==> src/logic/card_reader_pkg.sv <==
// Shared constants for the card column buffer port
package card_reader_pkg;
  localparam int DATA_W = 16;
  localparam int COL_W = 12;
  localparam int FIFO_DEPTH = 32;
  // Register selector codes on the register port
  localparam logic [1:0] IDX_STATUS = 2'h0;
  localparam logic [1:0] IDX_RAW = 2'h1;
  localparam logic [1:0] IDX_PACKED = 2'h2;
  // Status register bit positions
  localparam int BIT_ERROR = 15;
  localparam int BIT_DONE = 14;
  localparam int BIT_OVERRUN = 11;
  localparam int BIT_ONLINE = 10;
  localparam int BIT_COLAVAIL = 7;
  localparam int BIT_IRQALLOW = 6;
  localparam int BIT_SKIP = 1;
  localparam int BIT_READCMD = 0;
  // Raw view bit positions of zone rows and of row 1
  localparam int RAW_ROW12 = 11;
  localparam int RAW_ROW11 = 10;
  localparam int RAW_ROW10 = 9;
  localparam int RAW_ROW1 = 8;
  localparam int RAW_ROW8 = 1;
  localparam int RAW_ROW9 = 0;
  // Values after reset
  localparam logic RST_FLAG = 1'b0;
  localparam logic [DATA_W-1:0] RST_WORD = 16'h0000;
  localparam logic [COL_W-1:0] RST_COL = 12'h000;
endpackage : card_reader_pkg

==> src/logic/column_stream_if.sv <==
// Valid/ready column stream between FIFO and buffer logic
`timescale 1ns/100ps
interface column_stream_if #(parameter int WIDTH = 12);
  logic valid;
  logic ready;
  logic [WIDTH-1:0] data;
  modport source (output valid, output data, input ready);
  modport sink (input valid, input data, output ready);
endinterface : column_stream_if

==> src/logic/card_column_buffer_port.sv <==
// Card reader command bits, column buffer and its two bus views
// What this block does
// - Interrupt request when allowed and any flag except overrun set
// - Twelve-bit buffer loaded one column per load
// - Buffered column returned on buffer read
// - Raw view: twelve low lines, top four zero
// - Raw view row order 12,11,10,1..9
// - Buffer views read-only, writes leave the buffered column unchanged
// - Packed view: zones 12..8 plus ORed octal
// - Addressing a view clears column-available flag
// - Skip bit blocks overrun flag
// - Overrun on unread column; inhibits column-available
`timescale 1ns/100ps
module card_column_buffer_port #(
  parameter int COL_W = card_reader_pkg::COL_W,
  parameter int FIFO_DEPTH = card_reader_pkg::FIFO_DEPTH
) (
  input wire logic clk_sys,
  input wire logic arst_n,
  input wire logic busInit,
  input wire logic regRead,
  input wire logic regWrite,
  input wire logic [1:0] regIndex,
  input wire logic [card_reader_pkg::DATA_W-1:0] regWdata,
  output logic [card_reader_pkg::DATA_W-1:0] regRdata,
  output logic irqRequest,
  output logic readCardPulse,
  output logic skipActive,
  input wire logic colValid,
  input wire logic [COL_W-1:0] colData,
  output logic colReady,
  input wire logic errorFlag,
  input wire logic cardDoneFlag,
  input wire logic wentOnlineFlag
);
  localparam int DW = card_reader_pkg::DATA_W;

  logic rstMeta_q, rstSync_q;
  logic [COL_W-1:0] column_q, column_d;
  logic colAvail_q, colAvail_d;
  logic overrun_q, overrun_d;
  logic irqAllow_q, irqAllow_d;
  logic skip_q, skip_d;
  logic readPulse_q, readPulse_d;
  logic irq_q, irq_d;
  logic [DW-1:0] rdata_q, rdata_d;
  logic load, viewAccess, statusWrite;

  column_stream_if #(.WIDTH(COL_W)) drain ();

  // Raw view: rows already in raw order, upper lines zero
  function automatic logic [DW-1:0] rawView(input logic [COL_W-1:0] c);
    rawView = {4'h0, c};
  endfunction : rawView

  // Packed view: zones 12..8 and ORed octal code of rows 1..7
  function automatic logic [DW-1:0] packedView(
      input logic [COL_W-1:0] c);
    logic [2:0] oct;
    oct = 3'h0;
    for (int k = 1; k <= 7; k++) begin
      if (c[card_reader_pkg::RAW_ROW1 + 1 - k]) begin
        oct = oct | 3'(k);
      end
    end
    packedView = {8'h00,
                  c[card_reader_pkg::RAW_ROW12],
                  c[card_reader_pkg::RAW_ROW11],
                  c[card_reader_pkg::RAW_ROW10],
                  c[card_reader_pkg::RAW_ROW9],
                  c[card_reader_pkg::RAW_ROW8],
                  oct};
  endfunction : packedView

  // Reset release through two flip-flops
  always_ff @(posedge clk_sys or negedge arst_n) begin
    if (!arst_n) begin
      rstMeta_q <= 1'b0;
      rstSync_q <= 1'b0;
    end else begin
      rstMeta_q <= 1'b1;
      rstSync_q <= rstMeta_q;
    end
  end

  column_fifo #(.WIDTH(COL_W), .DEPTH(FIFO_DEPTH)) fifo (
    .clk_sys(clk_sys),
    .rstSync_n(rstSync_q),
    .inValid(colValid),
    .inData(colData),
    .inReady(colReady),
    .outPort(drain.source)
  );

  // No transfers while overrun stands
  assign drain.ready = !overrun_q;

  // Next values of buffer, flags, control bits and read data
  always_comb begin
    load = drain.valid && drain.ready;
    viewAccess = (regRead || regWrite) &&
                 ((regIndex == card_reader_pkg::IDX_RAW) ||
                  (regIndex == card_reader_pkg::IDX_PACKED));
    statusWrite = regWrite && (regIndex == card_reader_pkg::IDX_STATUS);
    column_d = column_q;
    colAvail_d = colAvail_q;
    overrun_d = overrun_q;
    irqAllow_d = irqAllow_q;
    skip_d = skip_q;
    readPulse_d = 1'b0;
    rdata_d = rdata_q;
    // Column access clears flag; buffer content untouched
    if (viewAccess) begin
      colAvail_d = 1'b0;
    end
    // Writing status clears overrun and loads control bits
    if (statusWrite) begin
      overrun_d = 1'b0;
      irqAllow_d = regWdata[card_reader_pkg::BIT_IRQALLOW];
      skip_d = regWdata[card_reader_pkg::BIT_SKIP];
      readPulse_d = regWdata[card_reader_pkg::BIT_READCMD];
    end
    // Column load; set beats the clear in the same cycle
    if (load) begin
      column_d = drain.data;
      if (colAvail_q && !viewAccess && !skip_q) begin
        overrun_d = 1'b1;
        colAvail_d = 1'b0;
      end else if (!skip_q) begin
        colAvail_d = 1'b1;
      end
    end
    // Bus read data
    if (regRead) begin
      unique case (regIndex)
        card_reader_pkg::IDX_STATUS: begin
          rdata_d = card_reader_pkg::RST_WORD;
          rdata_d[card_reader_pkg::BIT_ERROR] = errorFlag;
          rdata_d[card_reader_pkg::BIT_DONE] = cardDoneFlag;
          rdata_d[card_reader_pkg::BIT_OVERRUN] = overrun_q;
          rdata_d[card_reader_pkg::BIT_ONLINE] = wentOnlineFlag;
          rdata_d[card_reader_pkg::BIT_COLAVAIL] = colAvail_q;
          rdata_d[card_reader_pkg::BIT_IRQALLOW] = irqAllow_q;
          rdata_d[card_reader_pkg::BIT_SKIP] = skip_q;
        end
        card_reader_pkg::IDX_RAW: rdata_d = rawView(column_q);
        card_reader_pkg::IDX_PACKED: rdata_d = packedView(column_q);
        default: rdata_d = card_reader_pkg::RST_WORD;
      endcase
    end
    // Bus initialize clears command and flag state
    if (busInit) begin
      colAvail_d = 1'b0;
      overrun_d = 1'b0;
      irqAllow_d = 1'b0;
      skip_d = 1'b0;
      readPulse_d = 1'b0;
    end
    irq_d = irqAllow_d && (errorFlag || cardDoneFlag ||
                           wentOnlineFlag || colAvail_d);
  end

  // State registers
  always_ff @(posedge clk_sys or negedge rstSync_q) begin
    if (!rstSync_q) begin
      column_q <= card_reader_pkg::RST_COL;
      colAvail_q <= card_reader_pkg::RST_FLAG;
      overrun_q <= card_reader_pkg::RST_FLAG;
      irqAllow_q <= card_reader_pkg::RST_FLAG;
      skip_q <= card_reader_pkg::RST_FLAG;
      readPulse_q <= card_reader_pkg::RST_FLAG;
      irq_q <= card_reader_pkg::RST_FLAG;
      rdata_q <= card_reader_pkg::RST_WORD;
    end else begin
      column_q <= column_d;
      colAvail_q <= colAvail_d;
      overrun_q <= overrun_d;
      irqAllow_q <= irqAllow_d;
      skip_q <= skip_d;
      readPulse_q <= readPulse_d;
      irq_q <= irq_d;
      rdata_q <= rdata_d;
    end
  end

  assign regRdata = rdata_q;
  assign irqRequest = irq_q;
  assign readCardPulse = readPulse_q;
  assign skipActive = skip_q;
endmodule : card_column_buffer_port

==> src/logic/column_fifo.sv <==
// Column FIFO with registered show-ahead read data
`timescale 1ns/100ps
module column_fifo #(
  parameter int WIDTH = 12,
  parameter int DEPTH = 32
) (
  input wire logic clk_sys,
  input wire logic rstSync_n,
  input wire logic inValid,
  input wire logic [WIDTH-1:0] inData,
  output logic inReady,
  column_stream_if.source outPort
);
  localparam int AW = $clog2(DEPTH);
  logic [WIDTH-1:0] mem [DEPTH];
  logic [AW-1:0] wrPtr_q, wrPtr_d, rdPtr_q, rdPtr_d;
  logic [AW:0] count_q, count_d;
  logic full_q, full_d;
  logic [WIDTH-1:0] head_q, head_d;
  logic push, pop;

  // Pointer, count and head-word next values
  always_comb begin
    push = inValid && !full_q;
    pop = outPort.valid && outPort.ready;
    wrPtr_d = push ? wrPtr_q + 1'b1 : wrPtr_q;
    rdPtr_d = pop ? rdPtr_q + 1'b1 : rdPtr_q;
    count_d = count_q + {{AW{1'b0}}, push} - {{AW{1'b0}}, pop};
    full_d = (count_d == (AW+1)'(DEPTH));
    // Bypass when the word being written becomes the head
    if (push && (wrPtr_q == rdPtr_d)) begin
      head_d = inData;
    end else begin
      head_d = mem[rdPtr_d];
    end
  end

  // State registers
  always_ff @(posedge clk_sys or negedge rstSync_n) begin
    if (!rstSync_n) begin
      wrPtr_q <= '0;
      rdPtr_q <= '0;
      count_q <= '0;
      full_q <= 1'b0;
      head_q <= '0;
    end else begin
      wrPtr_q <= wrPtr_d;
      rdPtr_q <= rdPtr_d;
      count_q <= count_d;
      full_q <= full_d;
      head_q <= head_d;
    end
  end

  // Storage array
  always_ff @(posedge clk_sys) begin
    if (push) begin
      mem[wrPtr_q] <= inData;
    end
  end

  assign inReady = !full_q;
  assign outPort.valid = (count_q != '0);
  assign outPort.data = head_q;
endmodule : column_fifo

==> config.mk <==
export PLATFORM = sky130hd
export DESIGN_NAME = card_column_buffer_port
export DESIGN_NICKNAME = d
export VERILOG_FILES = /design/src/logic/card_reader_pkg.sv /design/src/logic/column_stream_if.sv /design/src/logic/card_column_buffer_port.sv /design/src/logic/column_fifo.sv
export SDC_FILE = /design/constraint.sdc
export NUM_CORES = 1
export LEC_CHECK = 0
export BUFFER_PORTS_ARGS = -buffer_cell sky130_fd_sc_hd__buf_2
export CAP_MARGIN = 10
export CORE_ASPECT_RATIO = 0.8
export CORE_MARGIN = 10
export CORE_UTILIZATION = 45
export CTS_BUF_LIST = sky130_fd_sc_hd__clkbuf_8
export DETAILED_ROUTE_END_ITERATION = 7
export RECOVER_POWER = 50
export SLEW_MARGIN = 15
export SYNTH_ARGS = -nofsm -noshare
export SYNTH_HDL_FRONTEND = slang
export SYNTH_SLANG_ARGS = --single-unit
==> constraint.sdc <==
create_clock -name clk_sys -period 2.4 [get_ports clk_sys]
set_input_delay 0.36 -clock clk_sys [delete_from_list [all_inputs] [get_ports clk_sys]]
set_output_delay 0.36 -clock clk_sys [all_outputs]
set_load 0.005 [all_outputs]
# Yosys cells after proc, flatten, opt, wreduce, memory -nomap -nowiden
# Memories as Yosys holds them, arrays and structs flattened. A register that Yosys moved wholly into a read port is not among the register bits.
# Index checks and enable logic that the tools add are counted.
# word_totals
ff_bits	53
ramBits	384
in_bits	39
out_inout_bits	20
elab_cells	68
memories	1
# op_classes
add_sub_neg	4
eq_ne	3
muxes	26
reduce_logical	20
# memory_table
name	depth	width	read_ports	rd_clocked_by_memory_dff	wr	line_no	source
fifo.mem	32	12	1	1	1	column_fifo.sv:15	logic [WIDTH-1:0] mem [DEPTH];
# op_table
operator	n
16-bit case mux with 3 select lines	1
1-bit 2-to-1 mux	18
3-bit 2-to-1 mux	4
5-bit by 1-bit adder with 5-bit output, second input constant	2
1-bit logical AND	7
6-bit by 1-bit adder with 6-bit output	1
6-bit equality test, second input constant	1
6-bit nonzero test	1
6-bit by 1-bit subtractor with 6-bit output	1
1-bit logical NOT	5
1-bit logical OR	5
5-bit 2-to-1 mux	1
2-bit 2-to-1 mux	2
2-bit by 1-bit equality test with 1-bit output, second input constant	1
2-bit equality test, second input constant	1
2-bit logical NOT	1
2-bit nonzero test	1

# Logic depth before layout (Yosys ltp)
# depth
ltp_word	11
mapped_depth	20
ltp_nobuf	16

# Modules after synthesis
# A second synthesis with hierarchy kept.
# hier_totals
hier_cells	1413
area_unflattened_um2	19407.4
# modules_own_cells
module	n_inst	cells_each	area_per_inst_um2	seq_area_each_um2
column_fifo	1	1290	17908.4	12256.8
card_column_buffer_port	1	123	1498.9	850.8

# Least setup slack after synthesis
# Ideal clock, no wire load.
# synth_path
path_type	flip-flop to flip-flop
from	reg fifo.count_q[2]
to	reg fifo.full_q
setup_ps	105
arrival_ps	3548
t_required_ps	2295
path_slack_ps	-1254
path_stages_with_launch	18
path_buffers	4
synth_period_minus_slack_ps	3654
cell_sequence	dfrtp_1 -> inv_1 -> ha_1 -> nand4bb_1 -> buf_2 -> nand2_2 -> inv_1 -> buf_2 -> buf_1 -> buf_1 -> ha_1 -> inv_1 -> ha_1 -> inv_1 -> fa_1 -> inv_1 -> or3_1 -> nor4b_1
# synth_between
elab_chain_cells	4
word_cells_on_any_way	5
cone_classes	add/sub (2); eq/ne (1); reduce/logical (2)
# synth_rtl
item	line_no	source
start: declaration	column_fifo.sv:17	logic [AW:0] count_q, count_d;
start signal: assignment	column_fifo.sv:49	count_q <= count_d;
6-bit nonzero test	column_fifo.sv:63	assign outPort.valid = (count_q != '0);
1-bit logical AND	column_fifo.sv:25	pop = outPort.valid && outPort.ready;
6-bit by 1-bit subtractor with 6-bit output	column_fifo.sv:28	count_d = count_q + {{AW{1'b0}}, push} - {{AW{1'b0}}, pop};
named net fifo.count_d[1]	column_fifo.sv:17	
6-bit equality test	column_fifo.sv:29	full_d = (count_d == (AW+1)'(DEPTH));
named net fifo.full_d	column_fifo.sv:18	logic full_q, full_d;
end signal: assignment	column_fifo.sv:50	full_q <= full_d;
end: declaration	column_fifo.sv:18	
# The timed path passes the listed nets, and every way through them passes these cells.
# A chain may end at the register's enable or synchronous reset.

# Worst setup path in the final report
# layout_path
from	reg fifo.count_q[2]
to	reg fifo.head_q[7] (netlist: fifo.outPort.data[7]), read port of fifo.mem
# layout_between
elab_chain_cells	3
# layout_rtl
item	line_no	source
6-bit nonzero test	column_fifo.sv:63	
1-bit logical AND	column_fifo.sv:25	
5-bit 2-to-1 mux	column_fifo.sv:27	rdPtr_d = pop ? rdPtr_q + 1'b1 : rdPtr_q;
end: declaration	column_fifo.sv:19	logic [WIDTH-1:0] head_q, head_d;
# No other way between the ends.

==> metrics.yaml <==
outcome:
  outcome: "complete, but fails checks"
  violations: "max-capacitance violations, max-slew violations, negative setup slack"
power:
  switchingPower_mw: 14.7
  p_per_area_mw_per_mm2: 1430
  swShare: 0.400
  ir_drop_v: 0.000691
  p_int_mw: 22.0
  p_clk_frac: 0.188
  p_leak_nw: 9.13
  p_seq_frac: 0.271
  combPwrFrac: 0.541
floorplan:
  fp.dieH_um: 210
  start_util: 0.457
  core_area_mm2: 0.0445
  io_pins: 59
  die_width_um: 258
  design.die.area_mm2: 0.0542
  num_rows: 69
yosys:
  synthTopCellsByArea: "edfxtp_1 (57%), dfrtp_1 (7.8%), mux4_2 (4.0%)"
  yosysWarnings: 0
  synth.most_common_cell: "edfxtp_1"
  synth_top_area_share: 0.567
  ys_ff_latch: 447
  async_flop_share: 0.141
  ys_types: 83
  synth_area_mm2: 0.0203
  synth_edf_count: 384
  synth_seq_area_share: 0.644
  synthTopCellsByCount: "edfxtp_1 (384), nand2_1 (133), mux2i_1 (78)"
  synth-main-ff-cell: "edfxtp_1"
  synth_area_leader_cell: "edfxtp_1"
  syn_area_per_cell_um2: 13.7
  postSynthCellCount: 1488
placement:
  hpwl_mm: 39.4
  place.gp.congestion: 0.922
  dpl_cell_area_mm2: 0.0229
  io_buffers: 43
  dp_slack_ns: -1.21
worst_setup_path:
  cp-end-kind: "register"
  critPathKind: "reg2reg"
  startpoint: "fifo.count_q[2]"
  crit_fanout: 18
  critPathLaunchType: "register"
  cp.required_ns: 2.92
  arrival_ns: 3.42
  r2r_start: "fifo.count_q[2]"
clock_tree:
  htree_levels: 3
  cts_root_buffer: "clkbuf_8"
  cts.path.max_buffers: 3
  clock-sinks: 447
  clkTransAtPathRegs_ns: 0.07
  cts_buffers: 73
  cts_tree: "built"
  clock_latency_ns: 0.65
cells_and_area:
  syn2layout_area_growth_pct: 25.8
  finalInstanceArea_mm2: 0.0256
  drive_gt1_frac: 0.330
  num-nets-final: 1807
  fillers: 3559
sta:
  slew-limit-headroom: -0.517
  setup_violations: 15
  period_share: 1.21
  period_needed_ns: 2.90
  slew_viol_final: 374
  timing.final.ws_setup_ns: -0.501
  holdWs_ns: 0.174
  hold_violations: 0
  rsz0062_at_grt: "true"
  fin_worst_skew_ns: 0.0302
  timing.fmax_mhz: 345
  tightest_slew_ns: 2.28
flow_run:
  cap_violations: 11
route:
  routed_wl_mm: 61.5
  viasPerCell: 6.05
  dr.pass1.iters: 5
  vias: 14500
  wire_per_inst_um: 25.6
  drt_iter0_markers: 1547
  route.detailed.drc: 0
  drtAntennaViolNets: 0
global_routing:
  grt_use_total: 0.223
  grt_max_degree: 38
  grt_pass1_vias: 14500
  overflow: 0
  grt_pass1_wl_mm: 91.5
  antenna_found_initial: 0
worst_hold_path:
  hold_path.class: "in2reg"
  hp-start: "regRead"
-- power groups by stage --
| stage | registers, mW | logic [mW] | clock network, mW |
|---|---|---|---|
| final | 9.94 | 19.8 | 6.88 |
| after CTS | 9.91 | 18.8 | 7.01 |
| after global placement | 10.0 | 16.4 | 0 |
| after floorplan | 9.75 | 9.35 | 0 |
| after global routing | 10.0 | 20.8 | 7.37 |
| after detailed placement | 10.1 | 16.6 | 0 |
-- flip-flops by register name, indices dropped and copies added (netlist names) --
register           count
fifo.mem             384
regRdata              14
column_q              12
fifo.outPort.data     12
fifo.count_q           6
fifo.rdPtr_q           5
fifo.wrPtr_q           5
colAvail_q             1
fifo.full_q            1
irqAllow_q             1
irqRequest             1
overrun_q              1
readCardPulse          1
rstMeta_q              1
rstSync_q              1
skipActive             1
-- placed cells by master, fill, tap and decap left out, types with 16 or more instances in the layout --
| master | count |
|---|---|
| mux2i_1 | 78 |
| a211oi_1 | 26 |
| nand3_1 | 35 |
| buf_4 | 190 |
| dfrtp_1 | 61 |
| clkbuf_8 | 76 |
| mux4_2 | 36 |
| a21oi_1 | 50 |
| nor2_1 | 58 |
| nand2b_1 | 16 |
| and3_1 | 30 |
| mux2_2 | 34 |
| o221ai_1 | 19 |
| buf_6 | 16 |
| nor3_1 | 16 |
| a22oi_1 | 23 |
| buf_12 | 31 |
| o21ai_0 | 27 |
| a31oi_1 | 16 |
| edfxtp_1 | 384 |
| inv_1 | 39 |
| buf_2 | 30 |
| nand2_1 | 133 |
| a21oi_2 | 16 |
| o22ai_1 | 32 |
-- worst paths after layout --
check,cells after the start,endpoint,slack [ns]
setup / recovery,13,fifo.outPort.data[7],-0.50
setup reg to reg,13,fifo.outPort.data[7],-0.50
min in group asynchronous,0,column_q[8],0.52
max in group asynchronous,1,fifo.full_q,0.56
hold / removal,3,regRdata[1],0.17
hold reg to reg,0,rstSync_q,0.34
-- metrics by stage --
stage / total power [mW] / TNS (ns) / cells / utilization
2_1_floorplan: 19.1 / -1.16 / 1489 / -
3_3_place_gp: 26.5 / -7.55 / 2241 / 0.514
3_5_place_dp: 26.6 / -8.73 / 2241 / 0.514
4_1_cts: 35.7 / -5.50 / 2392 / 0.569
5_1_grt: 38.2 / -7.33 / 2399 / 0.574
6_report: 36.7 / -5.47 / 2400 / 0.574
-- cells by family (layout without fill, tap and decap cells) --
| logic type | after synthesis | after routing | synth area share |
|---|---|---|---|
| mux | 148 | 148 | 0.0971 |
| fa+ha+maj | 19 | 19 | 0.0121 |
| flops | 447 | 447 | 0.644 |
| other cells | 2 | 4 | 0.000369 |
| compound gates | 337 | 337 | 0.115 |
| buf+inv | 150 | 457 | 0.0323 |
| xor+xnor | 13 | 13 | 0.00689 |
| simple gates | 372 | 372 | 0.0918 |
-- per-layer routing --
metal	GRT usage	wire, um	up-vias
li1	-	-	6352
met1	0.328	27300	7342
met2	0.322	26900	699
met3	0.0521	5830	119
met4	0.0713	1500	0
met5	0	0	-
-- worst max-delay path: stages, from the launching register on --
cell and delay, ns:
dfrtp_1 0.36, inv_2 0.06, ha_4 0.15, nor4bb_4 0.16
buf_4 0.14, o21ai_2 0.22, and2_4 0.24, inv_2 0.06
buf_12 0.15, buf_6 0.15, a211oi_1 0.38, nor4b_4 0.11
a311oi_2 0.47, o31ai_4 0.09
-- layout make-up --
type / count / area, um^2 / share of cell area
tap: 603 / 754 / 0.0295
clock inverter: 46 / 419 / 0.0164
clock buffer: 76 / 1050 / 0.0409
inverter: 41 / 159 / 0.00621
multi-input combinational: 892 / 7520 / 0.294
timing repair buffer: 294 / 2570 / 0.100
antenna: 1 / 2.50 / 0.0000978
sequential: 447 / 13100 / 0.513
-- repair_timing --
| item | 4_1_cts | 5_1_grt |
|---|---|---|
| cloned | 1 | 0 |
| buffers inserted | 24 | 8 |
| resized for setup | 146 | 42 |
| pin swaps | 53 | 24 |
| setup endpoints to repair | 15 | 16 |
| hold endpoints to repair | 11 | 0 |
| hold buffers | 10 | 0 |
Power figures use the tool's default switching activity.
